### src/hdl/dgp_pkg.sv
// constants and types for the dual gpio port block
package dgp_pkg;
  // ------------------------------------------------------------
  // register map
  // ------------------------------------------------------------
  localparam logic [7:0] ADDR_P1_DIR = 8'h9F;
  localparam logic [7:0] ADDR_P2_DIR = 8'hAF;
  localparam logic [7:0] ADDR_P1_IN  = 8'hBF;
  localparam logic [7:0] ADDR_P1_OUT = 8'hDF;
  // ------------------------------------------------------------
  // reset values
  // ------------------------------------------------------------
  localparam logic [7:0] RST_P1_DIR  = 8'h00;
  localparam logic [7:0] RST_P2_DIR  = 8'h00;
  localparam logic [7:0] RST_P1_IN   = 8'hFF;
  localparam logic [7:0] RST_P1_OUT  = 8'h00;
  localparam logic [7:0] RD_UNMAPPED = 8'h00;
  // ------------------------------------------------------------
  // mode straps and alternate pins
  // ------------------------------------------------------------
  localparam logic [1:0] MODE_SEL0   = 2'h0;
  localparam logic [1:0] MODE_SEL1   = 2'h1;
  localparam logic [1:0] MODE_SEL2   = 2'h2;
  localparam int         P2_INT_BIT  = 6;
  localparam int         P2_WRH_BIT  = 7;
  // ------------------------------------------------------------
  // timing
  // ------------------------------------------------------------
  localparam int CLK_PERIOD_NS  = 4;
  localparam int READY_WAIT_NS  = 12;
  localparam int READY_WAIT_CYC = (READY_WAIT_NS + CLK_PERIOD_NS - 1) / CLK_PERIOD_NS;
  // ------------------------------------------------------------
  // types
  // ------------------------------------------------------------
  typedef enum logic [2:0] {
    DGP_MODE0,
    DGP_MODE1,
    DGP_MODE2,
    DGP_MODE3,
    DGP_SERIAL
  } dgp_mode_type;
  typedef enum logic [1:0] {
    DGP_ST_IDLE,
    DGP_ST_WAIT,
    DGP_ST_HOLD
  } dgp_bus_type;
endpackage

### src/hdl/dgp_rst_sync.sv
// two-stage release synchroniser for the active-low reset
`timescale 1ns/1ps
module dgp_rst_sync (
  input  wire logic sys_clk,
  input  wire logic rst_b,
  output logic      rst_sync_b
);
  logic meta_q;
  logic meta_d;
  logic sync_d;

  always_comb begin
    meta_d = 1'b1;
    sync_d = meta_q;
  end

  // assert at once, release two edges later
  always_ff @(posedge sys_clk or negedge rst_b) begin
    if (!rst_b) begin
      meta_q     <= 1'b0;
      rst_sync_b <= 1'b0;
    end else begin
      meta_q     <= meta_d;
      rst_sync_b <= sync_d;
    end
  end
endmodule

### src/hdl/dgp_port.sv
// two 8-bit gpio ports with host strobe and ready pacing
`timescale 1ns/1ps
module dgp_port #(
  parameter int WAIT_CYC = dgp_pkg::READY_WAIT_CYC
) (
  input  wire logic       sys_clk,
  input  wire logic       rst_b,
  input  wire logic [1:0] mode_pins,
  input  wire logic       host_rd_b,
  input  wire logic       host_wr_b,
  input  wire logic [7:0] host_addr,
  input  wire logic [7:0] host_data_i,
  output logic      [7:0] host_data_o,
  output logic            host_data_oe,
  input  wire logic       host_ready_i,
  output logic            host_ready_o,
  output logic            host_ready_oe,
  input  wire logic       host_int_b,
  input  wire logic [7:0] port1_pins_i,
  output logic      [7:0] port1_pins_o,
  output logic      [7:0] port1_pins_oe,
  output logic            port1_pullup,
  input  wire logic [7:0] port2_pins_i,
  output logic      [7:0] port2_pins_o,
  output logic      [7:0] port2_pins_oe,
  input  wire logic [7:0] port2_drive,
  output logic      [7:0] port2_level,
  output logic            port2_wrh_b
);
  // ------------------------------------------------------------
  // checks and reset
  // ------------------------------------------------------------
  if (WAIT_CYC < 1 || WAIT_CYC > 255) begin : g_bad_wait
    $error("WAIT_CYC must lie in 1..255");
  end

  localparam int RDY_MAX = 255;

  logic rst_n_s;

  dgp_rst_sync u_rst (
    .sys_clk    (sys_clk),
    .rst_b      (rst_b),
    .rst_sync_b (rst_n_s)
  );

  function automatic logic gpio_mode(input dgp_pkg::dgp_mode_type m);
    return m == dgp_pkg::DGP_MODE0 || m == dgp_pkg::DGP_MODE2 || m == dgp_pkg::DGP_SERIAL;
  endfunction

  function automatic logic host_mode(input dgp_pkg::dgp_mode_type m);
    return m == dgp_pkg::DGP_MODE0 || m == dgp_pkg::DGP_MODE1;
  endfunction

  // ------------------------------------------------------------
  // mode strap, caught on the first edge after release
  // ------------------------------------------------------------
  dgp_pkg::dgp_mode_type mode_q;
  dgp_pkg::dgp_mode_type mode_d;
  logic                  strap_q;
  logic                  strap_d;

  always_comb begin
    mode_d  = mode_q;
    strap_d = 1'b1;
    if (!strap_q) begin
      case (mode_pins)
        dgp_pkg::MODE_SEL0: begin
          mode_d = (!host_rd_b && !host_wr_b) ? dgp_pkg::DGP_SERIAL : dgp_pkg::DGP_MODE0;
        end
        dgp_pkg::MODE_SEL1: mode_d = dgp_pkg::DGP_MODE1;
        dgp_pkg::MODE_SEL2: mode_d = dgp_pkg::DGP_MODE2;
        default:            mode_d = dgp_pkg::DGP_MODE3;
      endcase
    end
  end

  always_ff @(posedge sys_clk or negedge rst_n_s) begin
    if (!rst_n_s) begin
      mode_q  <= dgp_pkg::DGP_MODE0;
      strap_q <= 1'b0;
    end else begin
      mode_q  <= mode_d;
      strap_q <= strap_d;
    end
  end

  // ------------------------------------------------------------
  // bus cycle pacing
  // ------------------------------------------------------------
  dgp_pkg::dgp_bus_type st_q;
  dgp_pkg::dgp_bus_type st_d;
  logic [7:0]           cnt_q;
  logic [7:0]           cnt_d;
  logic                 rd_act_q;
  logic                 rd_act_d;
  logic                 start;
  logic                 wr_p1_dir;
  logic                 wr_p2_dir;
  logic                 wr_p1_out;
  logic [7:0]           data_d;
  logic                 data_oe_d;
  logic                 rdy_oe_d;
  logic [7:0]           p1_dir_q;
  logic [7:0]           p2_dir_q;
  logic [7:0]           p1_in_q;
  logic [7:0]           p1_out_q;

  // strobes are ignored until the strap is known
  assign start     = strap_q && host_mode(mode_q) && st_q == dgp_pkg::DGP_ST_IDLE
                     && (!host_rd_b || !host_wr_b);
  assign wr_p1_dir = start && !host_wr_b && host_addr == dgp_pkg::ADDR_P1_DIR;
  assign wr_p2_dir = start && !host_wr_b && host_addr == dgp_pkg::ADDR_P2_DIR;
  assign wr_p1_out = start && !host_wr_b && host_addr == dgp_pkg::ADDR_P1_OUT;

  always_comb begin
    st_d     = st_q;
    cnt_d    = cnt_q;
    rd_act_d = rd_act_q;
    case (st_q)
      dgp_pkg::DGP_ST_IDLE: begin
        if (start) begin
          st_d     = dgp_pkg::DGP_ST_WAIT;
          cnt_d    = 8'(WAIT_CYC - 1);
          rd_act_d = !host_rd_b;
        end
      end
      dgp_pkg::DGP_ST_WAIT: begin
        if (cnt_q == 8'h00) begin
          st_d = dgp_pkg::DGP_ST_HOLD;
        end else begin
          cnt_d = cnt_q - 8'h01;
        end
      end
      dgp_pkg::DGP_ST_HOLD: begin
        // the host has seen ready and ends its cycle
        if (host_rd_b && host_wr_b) begin
          st_d     = dgp_pkg::DGP_ST_IDLE;
          rd_act_d = 1'b0;
        end
      end
      default: begin
        st_d     = dgp_pkg::DGP_ST_IDLE;
        rd_act_d = 1'b0;
      end
    endcase
    rdy_oe_d  = st_d == dgp_pkg::DGP_ST_WAIT;
    data_oe_d = rd_act_d && !host_rd_b;
    case (host_addr)
      dgp_pkg::ADDR_P1_DIR: data_d = p1_dir_q;
      dgp_pkg::ADDR_P2_DIR: data_d = p2_dir_q;
      dgp_pkg::ADDR_P1_IN:  data_d = p1_in_q;
      dgp_pkg::ADDR_P1_OUT: data_d = p1_out_q;
      default:              data_d = dgp_pkg::RD_UNMAPPED;
    endcase
  end

  always_ff @(posedge sys_clk or negedge rst_n_s) begin
    if (!rst_n_s) begin
      st_q          <= dgp_pkg::DGP_ST_IDLE;
      cnt_q         <= 8'h00;
      rd_act_q      <= 1'b0;
      host_data_o   <= dgp_pkg::RD_UNMAPPED;
      host_data_oe  <= 1'b0;
      host_ready_o  <= 1'b0;
      host_ready_oe <= 1'b0;
    end else begin
      st_q          <= st_d;
      cnt_q         <= cnt_d;
      rd_act_q      <= rd_act_d;
      host_data_o   <= data_d;
      host_data_oe  <= data_oe_d;
      host_ready_o  <= 1'b0;  // open drain: only ever pulls low
      host_ready_oe <= rdy_oe_d;
    end
  end

  // ------------------------------------------------------------
  // registers and pins
  // ------------------------------------------------------------
  logic [7:0] p1_dir_d;
  logic [7:0] p2_dir_d;
  logic [7:0] p1_out_d;
  logic       pull_d;
  logic [7:0] p1_oe_d;
  logic [7:0] p2_oe_d;
  logic [7:0] p2_o_d;

  always_comb begin
    p1_dir_d = wr_p1_dir ? host_data_i : p1_dir_q;
    p2_dir_d = wr_p2_dir ? host_data_i : p2_dir_q;
    p1_out_d = wr_p1_out ? host_data_i : p1_out_q;
    pull_d   = port1_pullup && !wr_p1_dir;
    // pins lent to the host bus must not be driven
    p1_oe_d  = gpio_mode(mode_q) ? p1_dir_q : 8'h00;
    p2_oe_d  = p2_dir_q;
    p2_o_d   = port2_drive;
    if (mode_q == dgp_pkg::DGP_MODE1) begin
      p2_oe_d[dgp_pkg::P2_WRH_BIT] = 1'b0;
      p2_oe_d[dgp_pkg::P2_INT_BIT] = 1'b1;
      p2_o_d[dgp_pkg::P2_INT_BIT]  = host_int_b;
    end
  end

  always_ff @(posedge sys_clk or negedge rst_n_s) begin
    if (!rst_n_s) begin
      p1_dir_q      <= dgp_pkg::RST_P1_DIR;
      p2_dir_q      <= dgp_pkg::RST_P2_DIR;
      p1_in_q       <= dgp_pkg::RST_P1_IN;
      p1_out_q      <= dgp_pkg::RST_P1_OUT;
      port1_pullup  <= 1'b1;
      port1_pins_o  <= dgp_pkg::RST_P1_OUT;
      port1_pins_oe <= 8'h00;
      port2_pins_o  <= 8'h00;
      port2_pins_oe <= 8'h00;
      port2_level   <= 8'h00;
      port2_wrh_b   <= 1'b1;
    end else begin
      p1_dir_q      <= p1_dir_d;
      p2_dir_q      <= p2_dir_d;
      p1_in_q       <= port1_pins_i;
      p1_out_q      <= p1_out_d;
      port1_pullup  <= pull_d;
      port1_pins_o  <= p1_out_q;
      port1_pins_oe <= p1_oe_d;
      port2_pins_o  <= p2_o_d;
      port2_pins_oe <= p2_oe_d;
      port2_level   <= port2_pins_i;
      port2_wrh_b   <= mode_q == dgp_pkg::DGP_MODE1 ? port2_pins_i[dgp_pkg::P2_WRH_BIT] : 1'b1;
    end
  end
endmodule

### config.mk
export PLATFORM = sky130hd
export DESIGN_NAME = dgp_port
export DESIGN_NICKNAME = d
export VERILOG_FILES = /design/src/hdl/dgp_pkg.sv /design/src/hdl/dgp_rst_sync.sv /design/src/hdl/dgp_port.sv
export SDC_FILE = /design/constraint.sdc
export NUM_CORES = 1
export LEC_CHECK = 0
export ABC_AREA = 1
export BUFFER_PORTS_ARGS = -buffer_cell sky130_fd_sc_hd__buf_2
export CELL_PAD_IN_SITES_DETAIL_PLACEMENT = 0
export CELL_PAD_IN_SITES_GLOBAL_PLACEMENT = 1
export CORE_ASPECT_RATIO = 1.75
export CORE_MARGIN = 3
export CORE_UTILIZATION = 40
export DETAILED_ROUTE_END_ITERATION = 10
export PLACE_DENSITY = 0.76
export SLEW_MARGIN = 20
export SYNTH_ARGS = -nofsm -noshare
export SYNTH_HDL_FRONTEND = slang
export SYNTH_HIERARCHICAL = 1
export SYNTH_SLANG_ARGS = --single-unit
### constraint.sdc
create_clock -name sys_clk -period 7.2 [get_ports sys_clk]
set_input_delay 0.36 -clock sys_clk [delete_from_list [all_inputs] [get_ports sys_clk]]
set_output_delay 0.36 -clock sys_clk [all_outputs]
set_load 0.05 [all_outputs]
== Word-level counts from Yosys, hierarchy flattened ==
Cells that the tools add are included.
Word-level totals
  bits in registers: 101
  output and inout port bits: 53
  logic and storage cells: 77
Operators by class
  add/sub/neg operators: 1
  equal/unequal tests: 14
  muxes and demuxes: 17
  reduce and logical (&&, ||, !) cells: 24
Operators by type and width (count)
  $eq 8x8->1 const B: 4
  $pmux 8 s4: 1
  $mux 8: 3
  $pmux 8 s2: 1
  $logic_and 1x1->1: 11
  $pmux 3 s3: 1
  $logic_not 8->1: 1
  $mux 2: 4
  $sub 8x1->8 const B: 1
  $eq 2x1->1 const B: 3
  $pmux 2 s3: 1
  $eq 2x2->1 const B: 2
  $logic_not 2->1: 2
  $logic_or 1x1->1: 4
  $mux 1: 4
  $ne 2x2->1 const B: 2
  $eq 3x1->1 const B: 1
  $eq 3x2->1 const B: 1
  $eq 3x3->1 const B: 1
  $logic_not 1->1: 3
  $logic_not 3->1: 1
  $mux 3: 1
  $pmux 1 s3: 1
  $reduce_and 3->1: 1
  $reduce_bool 2->1: 1

== Depth between registers and ports, before layout ==
Gate-level depths: netlist (run 1).
  depth in word-level cells: 9
  mapped depth: 9

== Modules after synthesis ==
The synthesis (run 1) kept the hierarchy.
Modules (own cells, without submodules)
  dgp_port: instances 1, cells each 360, area an instance 3763.6 µm²
  dgp_rst_sync: instances 1, cells each 3, area an instance 53.8 µm²

== Worst setup path before layout (run 1) ==
OpenSTA, ideal clock, no wires.
  path kind: flip-flop to flip-flop
  from: register mode_q[2]
  to: register p2_dir_q[0]
  library setup time: 0.123 ns
  arrival: 1.214 ns
  data required time: 7.077 ns
  path slack: 5.862 ns
  stages on the path, launching flop included: 8
  path buffers: 1
  clock period less this slack: 1.338 ns
  cells stage by stage: dfrtp_1 > nor2_2 > nand2_2 > nor2_8 > nand2_8 > buf_2 > o21ai_0 > nand2_1
Between the ends
  longest elaborated chain between the ends: 7
  elaborated cells on any way between the ends: 8
RTL lines
  from (decl): line dgp_port.sv:58  | dgp_pkg::dgp_mode_type mode_q;
  from (signal assigned): line dgp_port.sv:80  | mode_q <= dgp_pkg::DGP_MODE0;
  from (signal assigned): line dgp_port.sv:83  | mode_q <= mode_d;
  $eq 3x1->1 or $logic_not 3->1 (tied branches): line dgp_port.sv:52  | return m == dgp_pkg::DGP_MODE0 || m == dgp_pkg::DGP_MODE1;
  $logic_or 1x1->1 (*): line dgp_port.sv:52
  $logic_and 1x1->1 (*) (2 in a row): line dgp_port.sv:110  | assign start = strap_q && host_mode(mode_q) && st_q == dgp_pkg::DGP_ST_IDLE
  $logic_and 1x1->1 (*): line dgp_port.sv:111  | && (!host_rd_b || !host_wr_b);
  $logic_and 1x1->1 (*) (2 in a row): line dgp_port.sv:113  | assign wr_p2_dir = start && !host_wr_b && host_addr == dgp_pkg::ADDR_P2_DIR;
  to (signal assigned): line dgp_port.sv:208  | p2_dir_q <= dgp_pkg::RST_P2_DIR;
  to (signal assigned): line dgp_port.sv:220  | p2_dir_q <= p2_dir_d;
  to (decl): line dgp_port.sv:105  | logic [7:0] p2_dir_q;
Mark *: on every way between the ends. The rest lies on a longest branch, timed or not.
A chain may end at the register's enable or synchronous reset.

== Worst setup path after layout (run 1) ==
  from: register cnt_q[0]
  to: register cnt_q[1]
Between the ends
  longest elaborated chain between the ends: 3
  elaborated cells on any way between the ends: 6
RTL lines
  from (decl): line dgp_port.sv:93  | logic [7:0] cnt_q;
  from (signal assigned): line dgp_port.sv:169  | cnt_q <= cnt_d;
  $sub 8x1->8 or $logic_not 8->1 (tied branches): line dgp_port.sv:132, dgp_port.sv:129
  $mux 8 or $ne 2x2->1 (tied branches)
  $pmux 8 s2 or $reduce_and 3->1 (tied branches)
Several ways; a longest one is shown, not always the timed one. The select of a mux whose other input is x is not followed.

==> impl.org, run 1 <==
** Pwr
- Part of the power in combinational logic :: 20.7%
- Cell Int Power :: 1.01 mW
- Total power per unit cell area :: 304 nW/um2
- In this run, the clock network consumes 34.5% of the power.
- Net switching power figure :: 0.439 mW
- Switching part of the total :: 30.3%
- Proportion of power drawn by flip-flops and latches :: 44.9%
- Overall power after layout :: 1.45 mW
- Leakage power :: 2.62 nW
- The worst-case IR drop observed on VDD is 0.000189 V.

** STA
- For the pin with the worst max-slew slack, the measured transition is 0.962 ns.
- Total setup violations reported at the end of the flow :: 0
- Setup repair after global routing left no endpoint under its margin.
- Clock Skews :: 0.00716 ns
- Adding up every negative setup slack in the final design gives 0 ns.
- Final-layout worst hold slack :: 0.118 ns
- Tcrit/Tclk final :: 21.9%
- Hold violation total from the final report :: 0
- Max Fclk :: 635 MHz
- The worst pin sits at a relative slew slack of 35.9%.
- Final worst path period need :: 1.58 ns
- Worst-case setup margin in the final layout :: 5.62 ns
- Number of pins exceeding their max-slew limit in the final report :: 0

** Synthesis
- Post-synth design cell area :: 3820 um2
- Average cell area after synthesis :: 10.5 um2
- Counting every net in the synthesized netlist gives 413.
- Portion of the post-synthesis area used by sequential elements :: 66.5%
- Number of warnings reported in the yosys synthesis log :: 6
- After synthesis, the share of flip-flops with an asynchronous set or reset is 100%.
- For this run, the leading register cell type out of synthesis is sky130_fd_sc_hd__dfrtp_1.
- The synthesized design contains 0 enable-type register cells.
- Post-synthesis cell type count :: 30
- The synthesized design devotes to its leading area cell type 59.7% of total area.
- By count the netlist is led by sky130_fd_sc_hd__nand2_1 (107), sky130_fd_sc_hd__dfrtp_1 (91), sky130_fd_sc_hd__inv_1 (32).
- Most instantiated library cell after synthesis :: sky130_fd_sc_hd__nand2_1
- After synthesis the netlist holds a flip-flop and latch count of 101.
- sky130_fd_sc_hd__dfrtp_1 takes more of the synthesized area than any other cell.
- Sorting the synthesized cells by area gives the leading types as sky130_fd_sc_hd__dfrtp_1 (60%), sky130_fd_sc_hd__nand2_1 (11%), sky130_fd_sc_hd__dfstp_2 (6.9%), sky130_fd_sc_hd__inv_1 (3.1%), sky130_fd_sc_hd__nor2_1 (2.9%).
- Synthesized instance count :: 363

** Floorplanning
- Height of the die :: 135 um
- The floorplan step set the die width to 79.8 um.
- Number of ports placed on the die boundary :: 101
- Placeable core region :: 9210 um2
- Std-Cell Rows :: 46
- For this configuration, the core starts out at a cell density of 41.5%.
- Overall die area :: 10800 um2

** Clock tree
- CTS root buf :: sky130_fd_sc_hd__clkbuf_16
- At the later pin of the worst-skew pair, clock insertion delay measures 0.34 ns.
- Maximum count of clock buffers along a single path :: 2
- Clock transition time at the flip-flop clock pins of the worst setup and hold paths :: 0.06 ns
- The number of setup buffers added after CTS is 0.
- TritonCTS built the clock tree.
- Number of H-tree branching levels :: 3
- CTS sink cnt :: 101
- Counting the buffers created by CTS gives 9.

** Critical path
- In this run the worst setup path terminates at cnt_q[1].
- Delay contributed by the slowest stage of the critical path :: 0.39 ns
- R2R Setup Slk :: 5.62 ns
- Data required time at the worst endpoint :: 7.43 ns
- CP max stage cell :: sky130_fd_sc_hd__dfrtp_1
- The worst setup path is launched from a flip-flop.
- Crit. End Element :: flip-flop
- The critical path starts at cnt_q[0].
- Data arrival time of the critical path :: 1.80 ns
- CP cell instances :: inv_1 -> ha_1 -> nand2_1 -> nor2_1 -> nand2_1 -> nand2_2 -> nand2_2 -> nor2_1 -> nor2_1
- Capture point of the worst reg-to-reg path :: cnt_q[1]
- Depth of the worst register-to-register path :: 9
- Worst setup path class :: flip-flop to flip-flop
- Worst reg2reg startpoint :: cnt_q[0]
- Among the stages of the critical path, the cell type that occurs most often is sky130_fd_sc_hd__nor2_1.
- Largest fanout on the critical path :: 10

** Global routing
- The first global-routing pass estimated 12800 um of wire.
- After global routing the overflow that remains totals 0.
- The via count of the first global-routing pass is 2630.
- Total global routing track utilization :: 15.8%
- The number of antenna violations at the first check in global routing is 0.
- Entering global routing, the biggest net connects 81 pins.

** Cells and area
- For this run, the number of standard cells in the final layout without fillers is 595.
- Layout Area Growth over Synthesis :: 24.6%
- Registers take 2540 um2.
- Final #Nets :: 520
- For this run, the share of the core covered by cells in the final layout is 51.7%.
- After routing the design area is 4760 um2.
- Counting the fill cells in the layout gives 875.
- The number of antenna diodes in the final layout is 0.
- Area of combinational cells with multiple inputs :: 1110 um2
- Fraction of final layout cells with drive strength greater than 1 :: 30.9%

** Drt
- Once detail routing completed, the nets flagged for antenna violations numbered 0.
- Mean routed wirelength per cell :: 13.3 um
- Via count :: 2695
- Average via count per standard cell :: 4.53
- Iter 0 DRT Violations :: 98
- Before antenna repair, the detailed router went through 4 iterations.
- Residual DRC :: 0
- Total length of routed wires :: 7880 um

** Placement
- Summed over all nets, the half-perimeter wirelength after detailed placement is 6070 um.
- Post-Place Setup Slack :: 5.43 ns
- At the end of routability-driven placement, the weighted congestion stood at 0.858.
- Buffers placed on the I/O ports in this run total 98.
- Area post-placement :: 4430 um2
- Once placement completed, the tool counted placed cells totaling 578.

** Min path
- In this run the worst hold path is classified as input pin to flip-flop.
- Min-delay src :: port1_pins_i[0]

** Flow run
- Max capacitance violation total :: 0

** Run status
- Status :: completed
==> layer usage <==
metal  track usage, %  share of wire [%]  vias up
met4             10.1                4.4        0
li1                 -                  -     1356
met3             3.00                4.5       17
met1             16.8                 36     1255
met5                0                  0        -
met2             28.1                 55       67
==> cell usage in the layout (no fill, tap or decap), types with 3 or more instances in the layout <==
cell type	netlist	routed
sky130_fd_sc_hd__buf_2	1	98
sky130_fd_sc_hd__clkbuf_1	0	3
sky130_fd_sc_hd__clkbuf_16	0	9
sky130_fd_sc_hd__conb_1	3	3
sky130_fd_sc_hd__dfrtp_1	91	90
sky130_fd_sc_hd__dfstp_2	10	10
sky130_fd_sc_hd__inv_1	32	32
sky130_fd_sc_hd__nand2_1	107	107
sky130_fd_sc_hd__nand2_2	4	4
sky130_fd_sc_hd__nand3_1	19	19
sky130_fd_sc_hd__nand4_1	11	11
sky130_fd_sc_hd__nor2_1	29	29
sky130_fd_sc_hd__nor2_2	5	5
sky130_fd_sc_hd__nor2_8	4	4
sky130_fd_sc_hd__o21ai_0	13	13
sky130_fd_sc_hd__o21ai_1	12	12
==> cell families after synthesis <==
kind of cell,Yosys count,synth area share [%]
buffers and inverters,39,4.42
flip-flops,101,66.5
XOR/XNOR,3,0.688
adder cells (fa/ha/maj),2,0.655
AND/OR/NAND/NOR,186,23.3
AO/OA/AOI/OAI,29,4.10
other,3,0.295
==> power groups by stage <==
stage	clock (mW)	combinational [mW]	sequential (mW)
after floorplan	0	0.166	0.719
after global placement	0	0.299	0.659
after detailed placement	0	0.304	0.660
after CTS	0.516	0.305	0.650
after global routing	0.541	0.338	0.656
final	0.499	0.299	0.650
==> cell type report <==
cell class	count	share of cell area (%)
Timing Repair Buffer	100	10.7
Inverter	35	2.81
Tap cell	120	3.16
Clock inverter	4	1.60
Sequential cell	101	53.5
Clock buffer	12	4.97
Multi-Input combinational cell	223	23.3
==> what timing repair did <==
action / in CTS / in global routing
endpoints found under the hold margin: 2 / 0
gates resized for setup: 0 / 0
hold buffers: 1 / 0
==> flip-flops by register name, indices dropped and copies added, names as in the netlist, 2 cells and up <==
name / flops
port2_level: 8
host_data_o: 8
p1_in_q: 8
p1_out_q: 8
port2_pins_o: 8
port1_pins_oe: 8
port1_pins_o: 8
st_q: 2
p1_dir_q: 8
port2_pins_oe: 8
cnt_q: 8
p2_dir_q: 8
mode_q: 3
==> worst max-delay path: cells and delay by family, from the launching register on <==
| kind | cells | cell delay [ns] |
|---|---|---|
| adders and majority gates | 1 | 0.17 |
| and+or+nand+nor | 7 | 0.75 |
| buffers and inverters | 1 | 0.16 |
| DFF | 1 | 0.39 |
==> worst min path at each step <==
| stage | end | slack, ns | cells past startpoint |
|---|---|---|---|
| floorplan | u_rst/meta_q | 0.06 | 0 |
| global placement | u_rst/meta_q | 0.14 | 1 |
| detailed placement | u_rst/meta_q | 0.15 | 1 |
| CTS | p1_in_q[0] | 0.10 | 1 |
| global route | p1_in_q[7] | 0.11 | 1 |
| finish | p1_in_q[0] | 0.12 | 1 |
Note: power is estimated with default switching activity, not from simulation.
==> run 2, diff against run 1 <==
--- a/config.mk
+++ b/config.mk
@@ -5,15 +5,15 @@
 export SDC_FILE = /design/constraint.sdc
 export NUM_CORES = 1
 export LEC_CHECK = 0
-export ABC_AREA = 1
+export ABC_AREA = 0
 export BUFFER_PORTS_ARGS = -buffer_cell sky130_fd_sc_hd__buf_2
 export CELL_PAD_IN_SITES_DETAIL_PLACEMENT = 0
 export CELL_PAD_IN_SITES_GLOBAL_PLACEMENT = 1
 export CORE_ASPECT_RATIO = 1.75
 export CORE_MARGIN = 3
-export CORE_UTILIZATION = 40
+export CORE_UTILIZATION = 37
 export DETAILED_ROUTE_END_ITERATION = 10
-export PLACE_DENSITY = 0.76
+export PLACE_DENSITY = 0.71
 export SLEW_MARGIN = 20
 export SYNTH_ARGS = -nofsm -noshare
 export SYNTH_HDL_FRONTEND = slang
==> constraint.sdc (replaced) <==
create_clock -name sys_clk -period 1.4 [get_ports sys_clk]
set_input_delay 0.07 -clock sys_clk [delete_from_list [all_inputs] [get_ports sys_clk]]
set_output_delay 0.07 -clock sys_clk [all_outputs]
set_load 0.05 [all_outputs]
==> run 2 against run 1 <==
The flow now finishes with violations (negative setup slack). Final area grew 18%. Register-to-register slack lost 6.0 ns. Utilization grew 7.1 points. Synthesized area shrank 4.7%. Cell count shrank 5.9%. Power grew to 5.5 times the previous value. Synthesized cell count shrank 34%. Critical path type unchanged.
==> impl.org, run 2 <==
** Synthesis
- Number of warnings reported in the yosys synthesis log :: 6
- Flip-flop and latch count after synthesis :: 101
- Post-synthesis cell type count :: 45
- For this run, asynchronously set or reset flops after synthesis account for 100%.
- The most used flip-flop cell after synthesis is sky130_fd_sc_hd__dfrtp_1.
- A synthesized cell averages 15.1 um2.
- Synthesis produced a netlist with a net count of 291.
- In the synthesized netlist, the cells that appear most often are sky130_fd_sc_hd__dfrtp_1 (91), sky130_fd_sc_hd__mux2_2 (27), sky130_fd_sc_hd__nor2_1 (12).
- The synthesized netlist occupies a cell area of 3640 um2.
- Number of enable-type register cells in the synthesized netlist :: 0
- Leading cell types by total area after synthesis :: sky130_fd_sc_hd__dfrtp_1 (63%), sky130_fd_sc_hd__mux2_2 (8.4%), sky130_fd_sc_hd__dfstp_2 (7.2%), sky130_fd_sc_hd__mux2i_1 (2.5%), sky130_fd_sc_hd__a221o_1 (2.2%)
- The biggest area contributor in the post-synthesis netlist is sky130_fd_sc_hd__dfrtp_1.
- Synthesis handed over a netlist of 241 instances.
- The most common cell in the synthesized netlist is sky130_fd_sc_hd__dfrtp_1.
- Of the synthesized area, sequential elements account for 69.8%.
- Area share of the largest cell type after synthesis :: 62.6%

** Global routing
- Global-route wire length before repair :: 14100 um
- Vias in the first global route :: 2804
- Global routing used 16.9% of the available tracks.
- Entering global routing, the biggest net connects 26 pins.
- Total gr overflow :: 0
- The number of antenna violations at the first check in global routing came to 0.

** Floorplanning
- Pin placement for this block handled 101 I/O pins.
- Initial Util :: 38.2%
- Die Width :: 81.0 um
- Height of the die :: 137 um
- Std-Cell Rows :: 47
- The die covers 11100 um2.
- The total area inside the core boundary comes to 9530 um2.

** Run status
- Status :: complete, but fails checks
- Violated checks :: negative setup slack

** Critical path
- Worst setup path class :: flip-flop to flip-flop
- Along the worst path, the maximum fanout reaches 9.
- In this run the register-to-register setup slack is -0.35 ns.
- Worst reg2reg startpoint :: mode_q[1]
- Data on the critical path is required at its endpoint by 1.62 ns.
- Crit. End Element :: flip-flop
- STA classifies the critical path startpoint as a flip-flop.
- The endpoint identified for the worst register-to-register timing path is p1_dir_q[4].
- Measured in cells, the most critical reg-to-reg path has a length of 5.
- Data arrival time of the critical path :: 1.97 ns

** Min path
- For hold timing, the worst endpoint is p2_dir_q[6].
- The worst hold path begins at host_data_i[6].
- Cell depth of the worst min-delay path :: 2
- The min-delay analysis places its worst path in the category input pin to flip-flop.

** Clock tree
- The clock net in this run drives a total of 101 sinks.
- CTS root buf :: sky130_fd_sc_hd__clkbuf_16
- Clock transition time at the flip-flop clock pins of the worst setup and hold paths :: 0.07 ns
- Total clock buffers created by CTS :: 9
- TritonCTS clock tree :: built
- Worst-skew pair later-pin latency :: 0.34 ns
- Number of H-tree branching levels :: 3
- Maximum count of clock buffers along a single path :: 2

** STA
- Setup violations remaining at the end of the flow were counted as 37.
- Setup repair after global routing could not meet its margin everywhere.
- Between clock sinks in the finished design, the worst skew comes to 0.00731 ns.
- Actual slew at the worst max-slew pin :: 0.722 ns
- Measured against its own limit, the worst slew margin works out to 51.7%.
- Max Fclk :: 571 MHz
- Worst-case setup margin in the final layout :: -0.353 ns
- Hold violation total from the final report :: 0
- Final worst path period need :: 1.75 ns
- The max-slew violation total from the final report is 0.
- Of the available clock period, the critical path in the final layout requires 125%.

** Drt
- Detailed-routing wirelength on met1 :: 3210 um
- The detail route stage leaves a number of antenna-violating nets equal to 0.
- DRT Pass-1 Iters :: 4
- Iter 0 DRT Violations :: 111
- Routed wire length on met3 :: 394 um
- Highest routing layer actually used :: met4
- Mean routed wirelength per cell :: 15.7 um
- After detailed routing, the total wire length is 8800 um.
- WL met2 :: 5030 um
- In the routed design, unresolved DRC markers number 0.
- Average via count per standard cell :: 4.69
- The final route contains 2628 vias.

** Placement
- At the end of routability-driven placement, the weighted congestion stood at 0.792.
- Post-Place Setup Slack :: -0.347 ns
- HPWL after DPL :: 6230 um
- The placed instances occupy a cell area of 4730 um2.
- Buffers placed on the I/O ports in this run total 98.

** Cells and area
- Commonest non-fill, non-tap cell in the layout :: sky130_fd_sc_hd__buf_2
- The area growth from synthesis to layout is 53.7%.
- Final Cell Area :: 5590 um2
- The number of antenna diodes in the final layout is 0.
- In the layout the commonest cells are sky130_fd_sc_hd__buf_2 (98), sky130_fd_sc_hd__dfrtp_1 (90), sky130_fd_sc_hd__buf_4 (38), sky130_fd_sc_hd__dlygate4sd3_1 (33), sky130_fd_sc_hd__mux2_4 (18).
- In the final layout, the multi-input gates occupy 1260 um2.
- Fill cells in the final layout number 827.
- Fraction of final layout cells with drive strength greater than 1 :: 54.6%
- The sequential cells in the finished layout cover a total of 2540 um2.
- The net count of the finished layout is 483.

** Pwr
- In this run the static leakage power is 2.82 nW.
- Worst VDD drop :: 0.000990 V
- Total power per unit cell area :: 1420 nW/um2

** Flow run
- Max-cap violations in this run came to 0.
-- run 2: area by class of cell --
type | instances | area share (%)
Timing Repair Buffer | 186 | 23.8
Inverter | 6 | 0.403
Multi-Input combinational cell | 129 | 22.6
Sequential cell | 101 | 45.5
Tap cell | 122 | 2.73
Clock inverter | 6 | 0.850
Clock buffer | 10 | 4.09
-- run 2: worst max-delay path, cell delays in order (launching register included) --
cell	delay (ns)
sky130_fd_sc_hd__dfrtp_1	0.41
sky130_fd_sc_hd__nor4_4	0.36
sky130_fd_sc_hd__nand3b_4	0.16
sky130_fd_sc_hd__nor4_4	0.21
sky130_fd_sc_hd__buf_12	0.17
sky130_fd_sc_hd__mux2_2	0.33
-- run 2: kinds of logic (layout without fill, tap and decap cells) --
family / after synthesis / count (layout) / share of synthesized area [%]
adder cells (fa/ha/maj): 2 / 2 / 0.687
flip-flops: 101 / 101 / 69.8
buffers and inverters: 11 / 208 / 1.48
XOR/XNOR: 1 / 1 / 0.241
AO/OA/AOI/OAI: 29 / 29 / 5.91
AND/OR/NAND/NOR: 58 / 58 / 10.8
multiplexers: 36 / 36 / 10.8
other: 3 / 3 / 0.309
-- run 2: metal layers --
metal / up-vias / GRT usage [%]
met1: 1309 / 18.7
met2: 76 / 31.1
met5: - / 0
met3: 12 / 3.66
li1: 1231 / -
met4: 0 / 6.20
-- run 2: worst max-delay path by stage --
stage / start / endpoint / cells after the start
floorplan: st_q[0] / p1_dir_q[0] / 4
global placement: st_q[0] / p1_dir_q[1] / 5
detailed placement: st_q[0] / p1_dir_q[2] / 5
CTS: mode_q[1] / p1_dir_q[5] / 5
global route: mode_q[1] / p1_dir_q[5] / 5
finish: mode_q[1] / p1_dir_q[4] / 5
-- run 2: repair_timing --
action / CTS / global route
pin swaps: 8 / 7
setup buffers: 8 / 3
setup endpoints to repair: 37 / 39
gates resized for setup: 30 / 19
endpoints found under the hold margin: 40 / 0
hold buffers: 33 / 0
-- run 2: where the power goes --
group          total (mW)  switching [mW]  internal [mW]  leakage [nW]
combinational        2.31            1.15           1.16          1.39
clock                2.30            1.08           1.22         0.134
sequential           3.31           0.151           3.15          1.30
-- run 2: per-stage QoR --
step	util, %	total power [mW]	setup TNS (ns)	instances	hold slack [ns]
final	58.7	7.92	-10.47	560	0.00561
after global routing	58.7	8.33	-13.46	560	0.00579
after CTS	57.6	7.70	-10.12	557	0.00201
after detailed placement	49.6	4.96	-10.53	501	-0.141
after global placement	49.6	4.90	-8.88	501	-0.143
after floorplan	-	4.21	-10.91	241	-0.226
